**config.mk**
```make
export PLATFORM = sky130hd
export DESIGN_NAME = sat_timer
export DESIGN_NICKNAME = d
export VERILOG_FILES = /design/src/hw/sat_pkg.sv /design/src/hw/sat_timer.sv /design/src/hw/sat_ext_tick.sv
export SDC_FILE = /design/constraint.sdc
export NUM_CORES = 1
export LEC_CHECK = 0
export ABC_AREA = 1
export BUFFER_PORTS_ARGS = -buffer_cell sky130_fd_sc_hd__buf_2
export CORE_MARGIN = 2
export CORE_UTILIZATION = 59
export CTS_CLUSTER_DIAMETER = 200
export DETAILED_ROUTE_END_ITERATION = 8
export PLACE_DENSITY = 0.86
export SLEW_MARGIN = 20
export SYNTH_ARGS = -nofsm -noshare
export SYNTH_HDL_FRONTEND = slang
export SYNTH_SLANG_ARGS = --single-unit
export TNS_END_PERCENT = 5
```
**constraint.sdc**
```tcl
create_clock -name clk -period 2.15 [get_ports clk]
set_input_delay 0.215 -clock clk [delete_from_list [all_inputs] [get_ports clk]]
set_output_delay 0.215 -clock clk [all_outputs]
set_load 0.005 [all_outputs]
```
**src/hw/sat_pkg.sv**
```systemverilog
package sat_pkg;
  // special-function register addresses
  localparam logic [7:0] ADDR_CONTROL     = 8'hc8;
  localparam logic [7:0] ADDR_RELOAD_LOW  = 8'hca;
  localparam logic [7:0] ADDR_RELOAD_HIGH = 8'hcb;
  localparam logic [7:0] ADDR_COUNT_LOW   = 8'hcc;
  localparam logic [7:0] ADDR_COUNT_HIGH  = 8'hcd;

  // timer_control field positions
  localparam int BIT_HIGH_OVF   = 7;
  localparam int BIT_LOW_OVF    = 6;
  localparam int BIT_LOW_IRQ_EN = 5;
  localparam int BIT_CAPTURE_EN = 4;
  localparam int BIT_SPLIT      = 3;
  localparam int BIT_RUN        = 2;
  localparam int BIT_UNUSED     = 1;
  localparam int BIT_ALT_CLK    = 0;

  localparam logic [7:0] CONTROL_RESET = 8'h00;
  localparam logic [7:0] RELOAD_RESET  = 8'h00;
  localparam logic [7:0] COUNT_RESET   = 8'h00;
  localparam logic [7:0] BYTE_ALL_ONES = 8'hff;
  // writable bits of timer_control: all but the unused one
  localparam logic [7:0] CONTROL_WMASK = 8'hfd;

  // prescaler ratios
  localparam int SYS_DIV  = 12;
  localparam int EXT_DIV  = 8;
endpackage

```
**src/hw/sat_timer.sv**
```systemverilog
`timescale 1ns/1ps
// How it works
// unsplit, 16-bit count; on wrap from ffff reload and set high flag.
// with timer interrupt enabled, every 16-bit overflow requests an interrupt.
// unsplit, low-byte wrap also interrupts when low-byte enable and irq enable set.
// split mode runs two 8-bit reload counters, each from its own reload byte.
// in split mode run control gates only the high byte; low always counts.
// byte select 1 uses system clock, else sys/12 or external/8 per alt select.
// external clock divided by eight is synchronised before advancing counters.
// high flag on high byte wrap; low flag on low byte wrap in both modes.
// split with irq enabled: high wrap interrupts; low wrap too if enabled.
// overflow flags are only ever cleared by software writing zero.
// capture enabled: lfo falling edge copies count into reloads, and interrupts.
// split select 0 gives 16-bit mode, 1 gives dual 8-bit mode.
// run control 0 stops, 1 counts; in split mode high byte only.
// unused control bit reads zero and ignores writes.
// alt select picks sys/12 (0) or external/8 (1), shared by both bytes.
// count_low reads low half in 16-bit mode, low counter in split mode.
// unsplit, low-byte clock select clocks whole timer; high select ignored.
// high-byte clock select affects only the high counter in split mode.
// each enabled counter steps by one per tick; counter writes act at once.
module sat_timer (
  // clock and reset
  input  wire logic       clk,
  input  wire logic       rst,
  // special-function register port
  input  wire logic [7:0] sfr_addr,
  input  wire logic       sfr_wr,
  input  wire logic [7:0] sfr_wdata,
  output logic      [7:0] sfr_rdata,
  // clock select bits from the shared clock_select_register
  input  wire logic       low_byte_clock_select,
  input  wire logic       high_byte_clock_select,
  // global interrupt enable bit for this timer
  input  wire logic       timer_irq_enable,
  // asynchronous oscillator inputs
  input  wire logic       ext_osc,
  input  wire logic       lfo_out,
  // interrupt request, level
  output logic            irq
);
  logic [7:0] ctrl_reg, ctrl_next;
  logic [7:0] rl_lo_reg, rl_lo_next;
  logic [7:0] rl_hi_reg, rl_hi_next;
  logic [7:0] cnt_lo_reg, cnt_lo_next;
  logic [7:0] cnt_hi_reg, cnt_hi_next;
  logic [3:0] div12_reg, div12_next;
  logic [2:0] lfo_sync_reg, lfo_sync_next;
  logic       cap_irq_reg, cap_irq_next;
  logic       ext_tick, sys12_tick, alt_tick;
  logic       lo_tick, hi_tick, lo_wrap, hi_wrap, lfo_fall;
  logic       split, run;
  logic       wr_ctrl, wr_rl_lo, wr_rl_hi, wr_cnt_lo, wr_cnt_hi;


  sat_ext_tick #(
    .DIV (sat_pkg::EXT_DIV)
  ) u_ext_tick (
    .clk     (clk),
    .rst     (rst),
    .ext_osc (ext_osc),
    .tick    (ext_tick)
  );

  function automatic logic clk_pick(input logic sel, input logic sys12, input logic alt);

    clk_pick = sel ? 1'b1 : alt;
  endfunction

  function automatic logic byte_wraps(input logic [7:0] v);
    byte_wraps = (v == sat_pkg::BYTE_ALL_ONES);
  endfunction

  assign split      = ctrl_reg[sat_pkg::BIT_SPLIT];
  assign run        = ctrl_reg[sat_pkg::BIT_RUN];
  assign sys12_tick = (div12_reg == 4'(sat_pkg::SYS_DIV - 1));
  assign alt_tick   = ctrl_reg[sat_pkg::BIT_ALT_CLK] ? ext_tick : sys12_tick;
  // edge taken between the settled second and third stages, never from the first
  assign lfo_fall   = lfo_sync_reg[2] && !lfo_sync_reg[1];

  assign wr_ctrl   = sfr_wr && (sfr_addr == sat_pkg::ADDR_CONTROL);
  assign wr_rl_lo  = sfr_wr && (sfr_addr == sat_pkg::ADDR_RELOAD_LOW);
  assign wr_rl_hi  = sfr_wr && (sfr_addr == sat_pkg::ADDR_RELOAD_HIGH);
  assign wr_cnt_lo = sfr_wr && (sfr_addr == sat_pkg::ADDR_COUNT_LOW);
  assign wr_cnt_hi = sfr_wr && (sfr_addr == sat_pkg::ADDR_COUNT_HIGH);

  always_comb begin

    lo_tick = 1'b0;
    hi_tick = 1'b0;
    if (split) begin
      lo_tick = clk_pick(low_byte_clock_select, sys12_tick, alt_tick);
      hi_tick = run && clk_pick(high_byte_clock_select, sys12_tick, alt_tick);
    end else begin
      lo_tick = run && clk_pick(low_byte_clock_select, sys12_tick, alt_tick);
      hi_tick = lo_tick && byte_wraps(cnt_lo_reg);
    end
    lo_wrap = lo_tick && byte_wraps(cnt_lo_reg);
    hi_wrap = hi_tick && byte_wraps(cnt_hi_reg);
  end

  // counters and prescaler
  // prescaler free-runs: the first sys/12 step after start comes 1 to 12 clocks later
  always_comb begin
    div12_next    = sys12_tick ? 4'h0 : div12_reg + 4'h1;
    lfo_sync_next = {lfo_sync_reg[1:0], lfo_out};
    cnt_lo_next   = cnt_lo_reg;
    cnt_hi_next   = cnt_hi_reg;
    if (split) begin

      if (lo_tick) cnt_lo_next = lo_wrap ? rl_lo_reg : cnt_lo_reg + 8'h01;
      if (hi_tick) cnt_hi_next = hi_wrap ? rl_hi_reg : cnt_hi_reg + 8'h01;
    end else if (lo_tick) begin

      if (hi_wrap) begin
        cnt_lo_next = rl_lo_reg;
        cnt_hi_next = rl_hi_reg;
      end else begin
        cnt_lo_next = cnt_lo_reg + 8'h01;
        if (lo_wrap) cnt_hi_next = cnt_hi_reg + 8'h01;
      end
    end
    // software writes take priority over counting in the same cycle
    if (wr_cnt_lo) cnt_lo_next = sfr_wdata;
    if (wr_cnt_hi) cnt_hi_next = sfr_wdata;
  end

  // control, reloads and capture
  always_comb begin
    ctrl_next    = ctrl_reg;
    rl_lo_next   = rl_lo_reg;
    rl_hi_next   = rl_hi_reg;
    cap_irq_next = cap_irq_reg;
    if (wr_ctrl) begin

      ctrl_next = sfr_wdata & sat_pkg::CONTROL_WMASK;
      cap_irq_next = 1'b0;
    end
    // flag set wins over a clearing write in the same cycle
    if (hi_wrap) ctrl_next[sat_pkg::BIT_HIGH_OVF] = 1'b1;
    if (lo_wrap) ctrl_next[sat_pkg::BIT_LOW_OVF]  = 1'b1;
    if (wr_rl_lo) rl_lo_next = sfr_wdata;
    if (wr_rl_hi) rl_hi_next = sfr_wdata;
    if (ctrl_reg[sat_pkg::BIT_CAPTURE_EN] && lfo_fall) begin

      rl_lo_next   = cnt_lo_reg;
      rl_hi_next   = cnt_hi_reg;
      cap_irq_next = 1'b1;
    end
    if (!ctrl_reg[sat_pkg::BIT_CAPTURE_EN] && !(ctrl_reg[sat_pkg::BIT_CAPTURE_EN] && lfo_fall))
      cap_irq_next = 1'b0;
  end

  always_ff @(posedge clk or posedge rst) begin
    if (rst) begin
      ctrl_reg     <= sat_pkg::CONTROL_RESET;
      rl_lo_reg    <= sat_pkg::RELOAD_RESET;
      rl_hi_reg    <= sat_pkg::RELOAD_RESET;
      cnt_lo_reg   <= sat_pkg::COUNT_RESET;
      cnt_hi_reg   <= sat_pkg::COUNT_RESET;
      div12_reg    <= 4'h0;
      lfo_sync_reg <= 3'h0;
      cap_irq_reg  <= 1'b0;
    end else begin
      ctrl_reg     <= ctrl_next;
      rl_lo_reg    <= rl_lo_next;
      rl_hi_reg    <= rl_hi_next;
      cnt_lo_reg   <= cnt_lo_next;
      cnt_hi_reg   <= cnt_hi_next;
      div12_reg    <= div12_next;
      lfo_sync_reg <= lfo_sync_next;
      cap_irq_reg  <= cap_irq_next;
    end
  end


  assign irq = timer_irq_enable &&
               (ctrl_reg[sat_pkg::BIT_HIGH_OVF] ||
                (ctrl_reg[sat_pkg::BIT_LOW_IRQ_EN] && ctrl_reg[sat_pkg::BIT_LOW_OVF]) ||
                cap_irq_reg);

  always_comb begin

    unique case (sfr_addr)
      sat_pkg::ADDR_CONTROL:     sfr_rdata = ctrl_reg;
      sat_pkg::ADDR_RELOAD_LOW:  sfr_rdata = rl_lo_reg;
      sat_pkg::ADDR_RELOAD_HIGH: sfr_rdata = rl_hi_reg;
      sat_pkg::ADDR_COUNT_LOW:   sfr_rdata = cnt_lo_reg;
      sat_pkg::ADDR_COUNT_HIGH:  sfr_rdata = cnt_hi_reg;
      default:                   sfr_rdata = 8'h00;
    endcase
  end

  // checks: counting and clock selection
  a_wrap_reload: assert property (@(posedge clk) disable iff (rst)
    (!split && hi_wrap && !wr_cnt_lo && !wr_cnt_hi) |=>
      (cnt_lo_reg == $past(rl_lo_reg) && cnt_hi_reg == $past(rl_hi_reg)))
    else $error("16-bit wrap did not reload");
  a_unsplit_carry: assert property (@(posedge clk) disable iff (rst)
    (!split && lo_wrap && !hi_wrap && !wr_cnt_hi) |=>
      cnt_hi_reg == $past(cnt_hi_reg) + 8'h01)
    else $error("carry into high byte lost");
  a_split_lo_reload: assert property (@(posedge clk) disable iff (rst)
    (split && lo_wrap && !wr_cnt_lo) |=> cnt_lo_reg == $past(rl_lo_reg))
    else $error("split low byte did not reload");
  a_split_hi_reload: assert property (@(posedge clk) disable iff (rst)
    (split && hi_wrap && !wr_cnt_hi) |=> cnt_hi_reg == $past(rl_hi_reg))
    else $error("split high byte did not reload");
  a_split_low_runs: assert property (@(posedge clk) disable iff (rst)
    (split && !run && low_byte_clock_select && !wr_cnt_lo && !wr_ctrl && !lo_wrap)
      |=> cnt_lo_reg == $past(cnt_lo_reg) + 8'h01)
    else $error("split low byte did not count");
  a_stopped_hold: assert property (@(posedge clk) disable iff (rst)
    (!run && !wr_cnt_hi && !wr_ctrl) |=> cnt_hi_reg == $past(cnt_hi_reg))
    else $error("high byte moved while stopped");
  a_unsplit_stop: assert property (@(posedge clk) disable iff (rst)
    (!split && !run && !wr_cnt_lo) |=> $stable(cnt_lo_reg))
    else $error("low byte moved while stopped");
  a_unsplit_low_sel: assert property (@(posedge clk) disable iff (rst)
    (!split && run && low_byte_clock_select && !wr_cnt_lo && !hi_wrap)
      |=> cnt_lo_reg == $past(cnt_lo_reg) + 8'h01)
    else $error("whole timer not on low select clock");
  a_high_ignored: assert property (@(posedge clk) disable iff (rst)
    (!split && !lo_wrap && !wr_cnt_hi) |=> $stable(cnt_hi_reg))
    else $error("high byte stepped without low wrap");
  a_split_high_sel: assert property (@(posedge clk) disable iff (rst)
    (split && run && high_byte_clock_select && !wr_cnt_hi && !hi_wrap)
      |=> cnt_hi_reg == $past(cnt_hi_reg) + 8'h01)
    else $error("split high byte not on its own clock");
  a_sys12_hold: assert property (@(posedge clk) disable iff (rst)
    (!split && !low_byte_clock_select && !ctrl_reg[sat_pkg::BIT_ALT_CLK] && !sys12_tick
      && !wr_cnt_lo) |=> $stable(cnt_lo_reg))
    else $error("low byte stepped between prescaler ticks");
  a_ext_hold: assert property (@(posedge clk) disable iff (rst)
    (!split && !low_byte_clock_select && ctrl_reg[sat_pkg::BIT_ALT_CLK] && !ext_tick
      && !wr_cnt_lo) |=> $stable(cnt_lo_reg))
    else $error("low byte stepped without external tick");
  a_split_alt_shared: assert property (@(posedge clk) disable iff (rst)
    (split && !high_byte_clock_select && ctrl_reg[sat_pkg::BIT_ALT_CLK] && !ext_tick
      && !wr_cnt_hi) |=> $stable(cnt_hi_reg))
    else $error("split high byte stepped without external tick");
  a_div12_period: assert property (@(posedge clk) disable iff (rst)
    sys12_tick |=> !sys12_tick [*8] ##1 !sys12_tick [*3] ##1 sys12_tick)
    else $error("prescaler period wrong");
  a_ext_pulse: assert property (@(posedge clk) disable iff (rst)
    ext_tick |=> !ext_tick) else $error("external tick longer than one cycle");
  a_write_lo: assert property (@(posedge clk) disable iff (rst)
    wr_cnt_lo |=> cnt_lo_reg == $past(sfr_wdata))
    else $error("count_low write lost");
  a_write_hi: assert property (@(posedge clk) disable iff (rst)
    wr_cnt_hi |=> cnt_hi_reg == $past(sfr_wdata))
    else $error("count_high write lost");

  // checks: flags and interrupts
  a_high_flag_set: assert property (@(posedge clk) disable iff (rst)
    hi_wrap |=> ctrl_reg[sat_pkg::BIT_HIGH_OVF]) else $error("high flag not set");
  a_low_flag_set: assert property (@(posedge clk) disable iff (rst)
    lo_wrap |=> ctrl_reg[sat_pkg::BIT_LOW_OVF]) else $error("low flag not set");
  a_flag_no_hw_clear: assert property (@(posedge clk) disable iff (rst)
    ($fell(ctrl_reg[sat_pkg::BIT_HIGH_OVF]) || $fell(ctrl_reg[sat_pkg::BIT_LOW_OVF]))
      |-> $past(wr_ctrl)) else $error("flag cleared without write");
  a_high_flag_hold: assert property (@(posedge clk) disable iff (rst)
    (ctrl_reg[sat_pkg::BIT_HIGH_OVF] && !wr_ctrl) |=> ctrl_reg[sat_pkg::BIT_HIGH_OVF])
    else $error("high flag dropped");
  a_low_flag_hold: assert property (@(posedge clk) disable iff (rst)
    (ctrl_reg[sat_pkg::BIT_LOW_OVF] && !wr_ctrl) |=> ctrl_reg[sat_pkg::BIT_LOW_OVF])
    else $error("low flag dropped");
  a_high_irq: assert property (@(posedge clk) disable iff (rst)
    (timer_irq_enable && ctrl_reg[sat_pkg::BIT_HIGH_OVF]) |-> irq)
    else $error("missing overflow interrupt");
  a_irq_gated: assert property (@(posedge clk) disable iff (rst)
    !timer_irq_enable |-> !irq) else $error("interrupt while disabled");
  a_low_irq_unsplit: assert property (@(posedge clk) disable iff (rst)
    (!split && lo_wrap && ctrl_reg[sat_pkg::BIT_LOW_IRQ_EN] && !wr_ctrl)
      |=> (irq || !timer_irq_enable))
    else $error("missing low byte interrupt");
  a_split_hi_irq: assert property (@(posedge clk) disable iff (rst)
    (split && hi_wrap) |=> (irq || !timer_irq_enable))
    else $error("missing split high interrupt");
  a_split_lo_irq: assert property (@(posedge clk) disable iff (rst)
    (split && lo_wrap && ctrl_reg[sat_pkg::BIT_LOW_IRQ_EN] && !wr_ctrl)
      |=> (irq || !timer_irq_enable))
    else $error("missing split low interrupt");
  a_capture_copy: assert property (@(posedge clk) disable iff (rst)
    (ctrl_reg[sat_pkg::BIT_CAPTURE_EN] && lfo_fall)
      |=> rl_hi_reg == $past(cnt_hi_reg) && rl_lo_reg == $past(cnt_lo_reg))
    else $error("capture did not copy count");
  a_capture_irq: assert property (@(posedge clk) disable iff (rst)
    (ctrl_reg[sat_pkg::BIT_CAPTURE_EN] && lfo_fall) |=> (irq || !timer_irq_enable))
    else $error("missing capture interrupt");
  a_cap_irq_clear: assert property (@(posedge clk) disable iff (rst)
    !ctrl_reg[sat_pkg::BIT_CAPTURE_EN] |=> !cap_irq_reg)
    else $error("capture interrupt outlived its enable");

  // checks: register port
  a_unused_zero: assert property (@(posedge clk) disable iff (rst)
    !ctrl_reg[sat_pkg::BIT_UNUSED]) else $error("unused bit set");
  a_rd_unused: assert property (@(posedge clk) disable iff (rst)
    (sfr_addr == sat_pkg::ADDR_CONTROL) |-> !sfr_rdata[sat_pkg::BIT_UNUSED])
    else $error("unused bit read as one");

  // main scenarios
  c_wrap16: cover property (@(posedge clk) disable iff (rst) !split && hi_wrap);
  c_split_wraps: cover property (@(posedge clk) disable iff (rst) split && lo_wrap && !run);
  c_capture: cover property (@(posedge clk) disable iff (rst)
    ctrl_reg[sat_pkg::BIT_CAPTURE_EN] && lfo_fall);
  c_ext_clock: cover property (@(posedge clk) disable iff (rst)
    ctrl_reg[sat_pkg::BIT_ALT_CLK] && ext_tick && lo_tick);
  c_low_irq: cover property (@(posedge clk) disable iff (rst)
    !split && lo_wrap && ctrl_reg[sat_pkg::BIT_LOW_IRQ_EN]);
endmodule

```
**src/hw/sat_ext_tick.sv**
```systemverilog
`timescale 1ns/1ps
// synchronises the external oscillator and yields one pulse per eight of its rising edges
module sat_ext_tick #(
  parameter int DIV = sat_pkg::EXT_DIV
) (
  // clock and reset
  input  wire logic clk,
  input  wire logic rst,
  // external oscillator, asynchronous
  input  wire logic ext_osc,
  // one-cycle tick on clk
  output logic      tick
);
  initial begin
    if (DIV < 2 || DIV > 256) $error("DIV out of range");
  end

  logic [2:0] sync_reg, sync_next;
  logic [7:0] cnt_reg, cnt_next;
  logic       tick_next;

  always_comb begin
    sync_next = {sync_reg[1:0], ext_osc};
    cnt_next  = cnt_reg;
    tick_next = 1'b0;
    // sync_reg[0] only feeds sync_reg[1]; edge found on the settled stages
    if (sync_reg[1] && !sync_reg[2]) begin
      if (cnt_reg == 8'(DIV - 1)) begin
        cnt_next  = 8'h00;
        tick_next = 1'b1;
      end else begin
        cnt_next = cnt_reg + 8'h01;
      end
    end
  end

  always_ff @(posedge clk or posedge rst) begin
    if (rst) begin
      sync_reg <= 3'h0;
      cnt_reg  <= 8'h00;
      tick     <= 1'b0;
    end else begin
      sync_reg <= sync_next;
      cnt_reg  <= cnt_next;
      tick     <= tick_next;
    end
  end
endmodule

```
==> out/qor.yml <==
setup_path:
  cp-end-kind: "flop"
  critPathArrivalTime_ns: 2.17
  r2r_start: "cnt_hi_reg[0]"
  crit_top_cell: "nor2_1"
  slowest_stage: "dfrtp_1"
  rr_endpoint: "cnt_hi_reg[1]"
  worst_path_largest_cell_delay_ns: 0.48
  regToRegSetupSlack_ns: 0.20
  crit_path_start_kind: "flop"
  path_class: "reg -> reg"
  crit_fanout: 8
  critPathRequiredTime_ns: 2.37
  crit_chain: "ha_1 > nand2_1 > inv_1 > nand3_1 > nor2_1 > nand2_1 > inv_2 > nand2_1 > inv_1 > nor2_1 > nor2_1 > nor2_1"
  rr_worst_depth: 12
min_path:
  hold_class: "in -> reg"
  hold_depth: 3
  holdPathEnd: "ctrl_reg[5]"
  hp-start: "sfr_wdata[5]"
detailed_routing:
  num_vias: 3534
  m1WireLength_um: 4165
  routed_wl_um: 10050
  topRoutingLayerUsed: "met4"
  detail_route.drc_violations: 0
  drtAntennaViolNets: 0
  wl_per_cell_um: 16.59
  route.met3.wl_um: 806
  vias_per_cell: 5.832
  drt_first_iter_violations: 397
  wl_met2_um: 4629
  dr.pass1.iters: 6
place:
  placed_cell_area_um2: 3769
  place.gp.congestion: 1.029
  dpl.hpwl_um: 7527
  post-place-ws_ns: 0.2188
  io_buffers: 32
synth:
  synth_xor_area_share_pct: 3.025
  synth_top_family_by_area: "simple AND/OR/NAND/NOR gates"
  synth-simple-area-share_pct: 30.86
  synthAdderAreaFrac_pct: 1.440
  ys_seq_area_share_pct: 42.49
  ys_top_cells_by_area: "dfrtp_1 42%, nand2_1 14%, nand3_1 7.5%"
  synth_area_um2: 3475
  post-synth-top-area-fraction_pct: 42.49
  synth-edff-count: 0
  synth-seq-cells: 59
  ys.flop_type: "dfrtp_1"
  yosysWarnings: 0
  async_flop_share_pct: 100.0
  synth_compound_area_share_pct: 13.00
  syn_inst: 482
  synth_mux_area_share_pct: 0
  synth_cell_types: 35
  syn-num-nets: 510
  syn_area_per_cell_um2: 7.209
  yosys.area.top_type: "dfrtp_1"
clocking:
  tritoncts: "done"
  clk_pin_slew_ns: 0.07
  clock_latency_ns: 0.34
  clockBufferDepth: 2
  post_cts_buffers: 0
  ctsHtreeMaxLevel: 3
  cts_made_buffers: 9
  clockRootBuffer: "clkbuf_8"
  cts_sinks: 59
global_routing:
  overflow: 0
  grt_pass1_vias: 3314
  grtUsageTotal_pct: 33.72
  grt_pass1_wl_um: 16420
  grt_antenna_before_repair: 0
  grt_max_degree: 36
power_and_ir_drop:
  vdd_drop_max_uv: 640.7
  power_density_nw_per_um2: 934.0
  switching_share_pct: 34.68
  p_int_mw: 2.459
  p_clk_share_pct: 30.8
  power_leakage_nw: 2.088
  seqPwrFrac_pct: 43.8
  p_total_mw: 3.765
  switchingPower_mw: 1.306
  p_comb_share_pct: 25.4
floorplan:
  die_area_um2: 6519
  core_um2: 5608
  row_count: 27
  initial_utilization_pct: 61.96
  boundaryPins: 33
  dieHeight_um: 80.74
  die_w_um: 80.74
timing:
  slew_violations: 0
  fmax_ghz: 0.5128
  hold_viol: 0
  min_period_over_period_pct: 90.70
  finalSetupViolCount: 0
  finalWorstSetupSlack_ns: 0.1999
  tns_ns: 0
  fin_crit_ns: 1.950
  rsz0062_at_grt: "false"
  skew_ns: 0.007483
  slew_headroom_pct: 63.65
  tightestPinTransition_ns: 0.5445
  holdWs_ns: 0.1507
flow_run:
  drv_cap: 0
finish:
  area_growth_pct: 16.02
  drive_gt1_share_pct: 14.04
  fin_area_um2: 4031
  final_common_cell: "nand2_1"
  n_fill_cell: 480
  n_antenna_cell: 0
  layout_common_cells: "125 x nand2_1, 67 x inv_1, 59 x dfrtp_1"
  fin_nets: 557
status:
  status: "finished clean"
## area by class of cell
type                    instances  area, µm²  share of cell area [%]
clock buffers                  12      155.1                   3.849
well taps                      72      90.09                   2.235
clock inverters                 4      72.57                   1.800
multi-input cells             342       1684                   41.78
inverters                      74      277.8                   6.890
repair buffers                 43      275.3                   6.828
flip-flops and latches         59       1476                   36.62
## worst max-delay path, delay by kind of cell (launching register included)
kind | cells | cell delay [ns]
buffers and inverters | 3 | 0.37
and+or+nand+nor | 8 | 0.76
DFF | 1 | 0.48
adders and majority gates | 1 | 0.22
## kinds of logic after synthesis
logic type               count (synthesis)
AND/OR/NAND/NOR                        249
buffers and inverters                   81
AO/OA/AOI/OAI                           77
flip-flops                              59
XOR/XNOR                                12
adder cells (fa/ha/maj)                  4
## power groups by stage
stage	Sequential (mW)	Combinational, mW	Clock [mW]
floorplan	1.54	0.751	0
detailed placement	1.65	0.932	0
finish	1.65	0.958	1.16
CTS	1.64	0.943	1.17
global route	1.68	1.10	1.22
global placement	1.64	0.907	0
## stage by stage
step                      std cells  utilization, %
after floorplan                 482               -
after global placement          587           67.20
after detailed placement        587           67.20
after CTS                       606           71.80
after global routing            606           71.89
final                           606           71.89
## metal layers
metal	up-vias	global-route usage, %
met5	-	0
met4	0	17.29
met3	43	6.000
met2	212	53.83
met1	1629	44.27
li1	1650	-
## how the worst max path moves through the flow
stage,from,cells after the start,slack (ns),end
final,cnt_hi_reg[0],12,0.20,cnt_hi_reg[1]
after detailed placement,cnt_lo_reg[0],10,0.22,cnt_hi_reg[1]
after global placement,cnt_lo_reg[1],10,0.27,cnt_hi_reg[2]
after CTS,cnt_lo_reg[0],10,0.20,cnt_hi_reg[1]
after floorplan,rst,1,0.48,cap_irq_reg
after global routing,cnt_lo_reg[1],10,0.003,cnt_hi_reg[2]
## synthesized netlist by cell type (2+ instances only)
cell and n:
nand2_1 125, inv_1 68, dfrtp_1 59, nand3_1 52, nor2_1 49, o21ai_0 37
a22oi_1 13, a21oi_1 12, xor2_1 9, inv_2 6, nor3_1 5, ha_1 4
nand2_2 4, nand4_1 4, o211ai_1 4, o22ai_1 4, buf_2 3, nor2_2 3
xnor2_1 3, clkbuf_1 2, or2_2 2
## repair_timing
| item | CTS | global route |
|---|---|---|
| setup endpoints to repair | 0 | 2 |
| hold buffers | 3 | 0 |
| gates resized for setup | 0 | 1 |
| hold endpoints to repair | 26 | 0 |
Note: power is estimated with default switching activity, not from simulation.
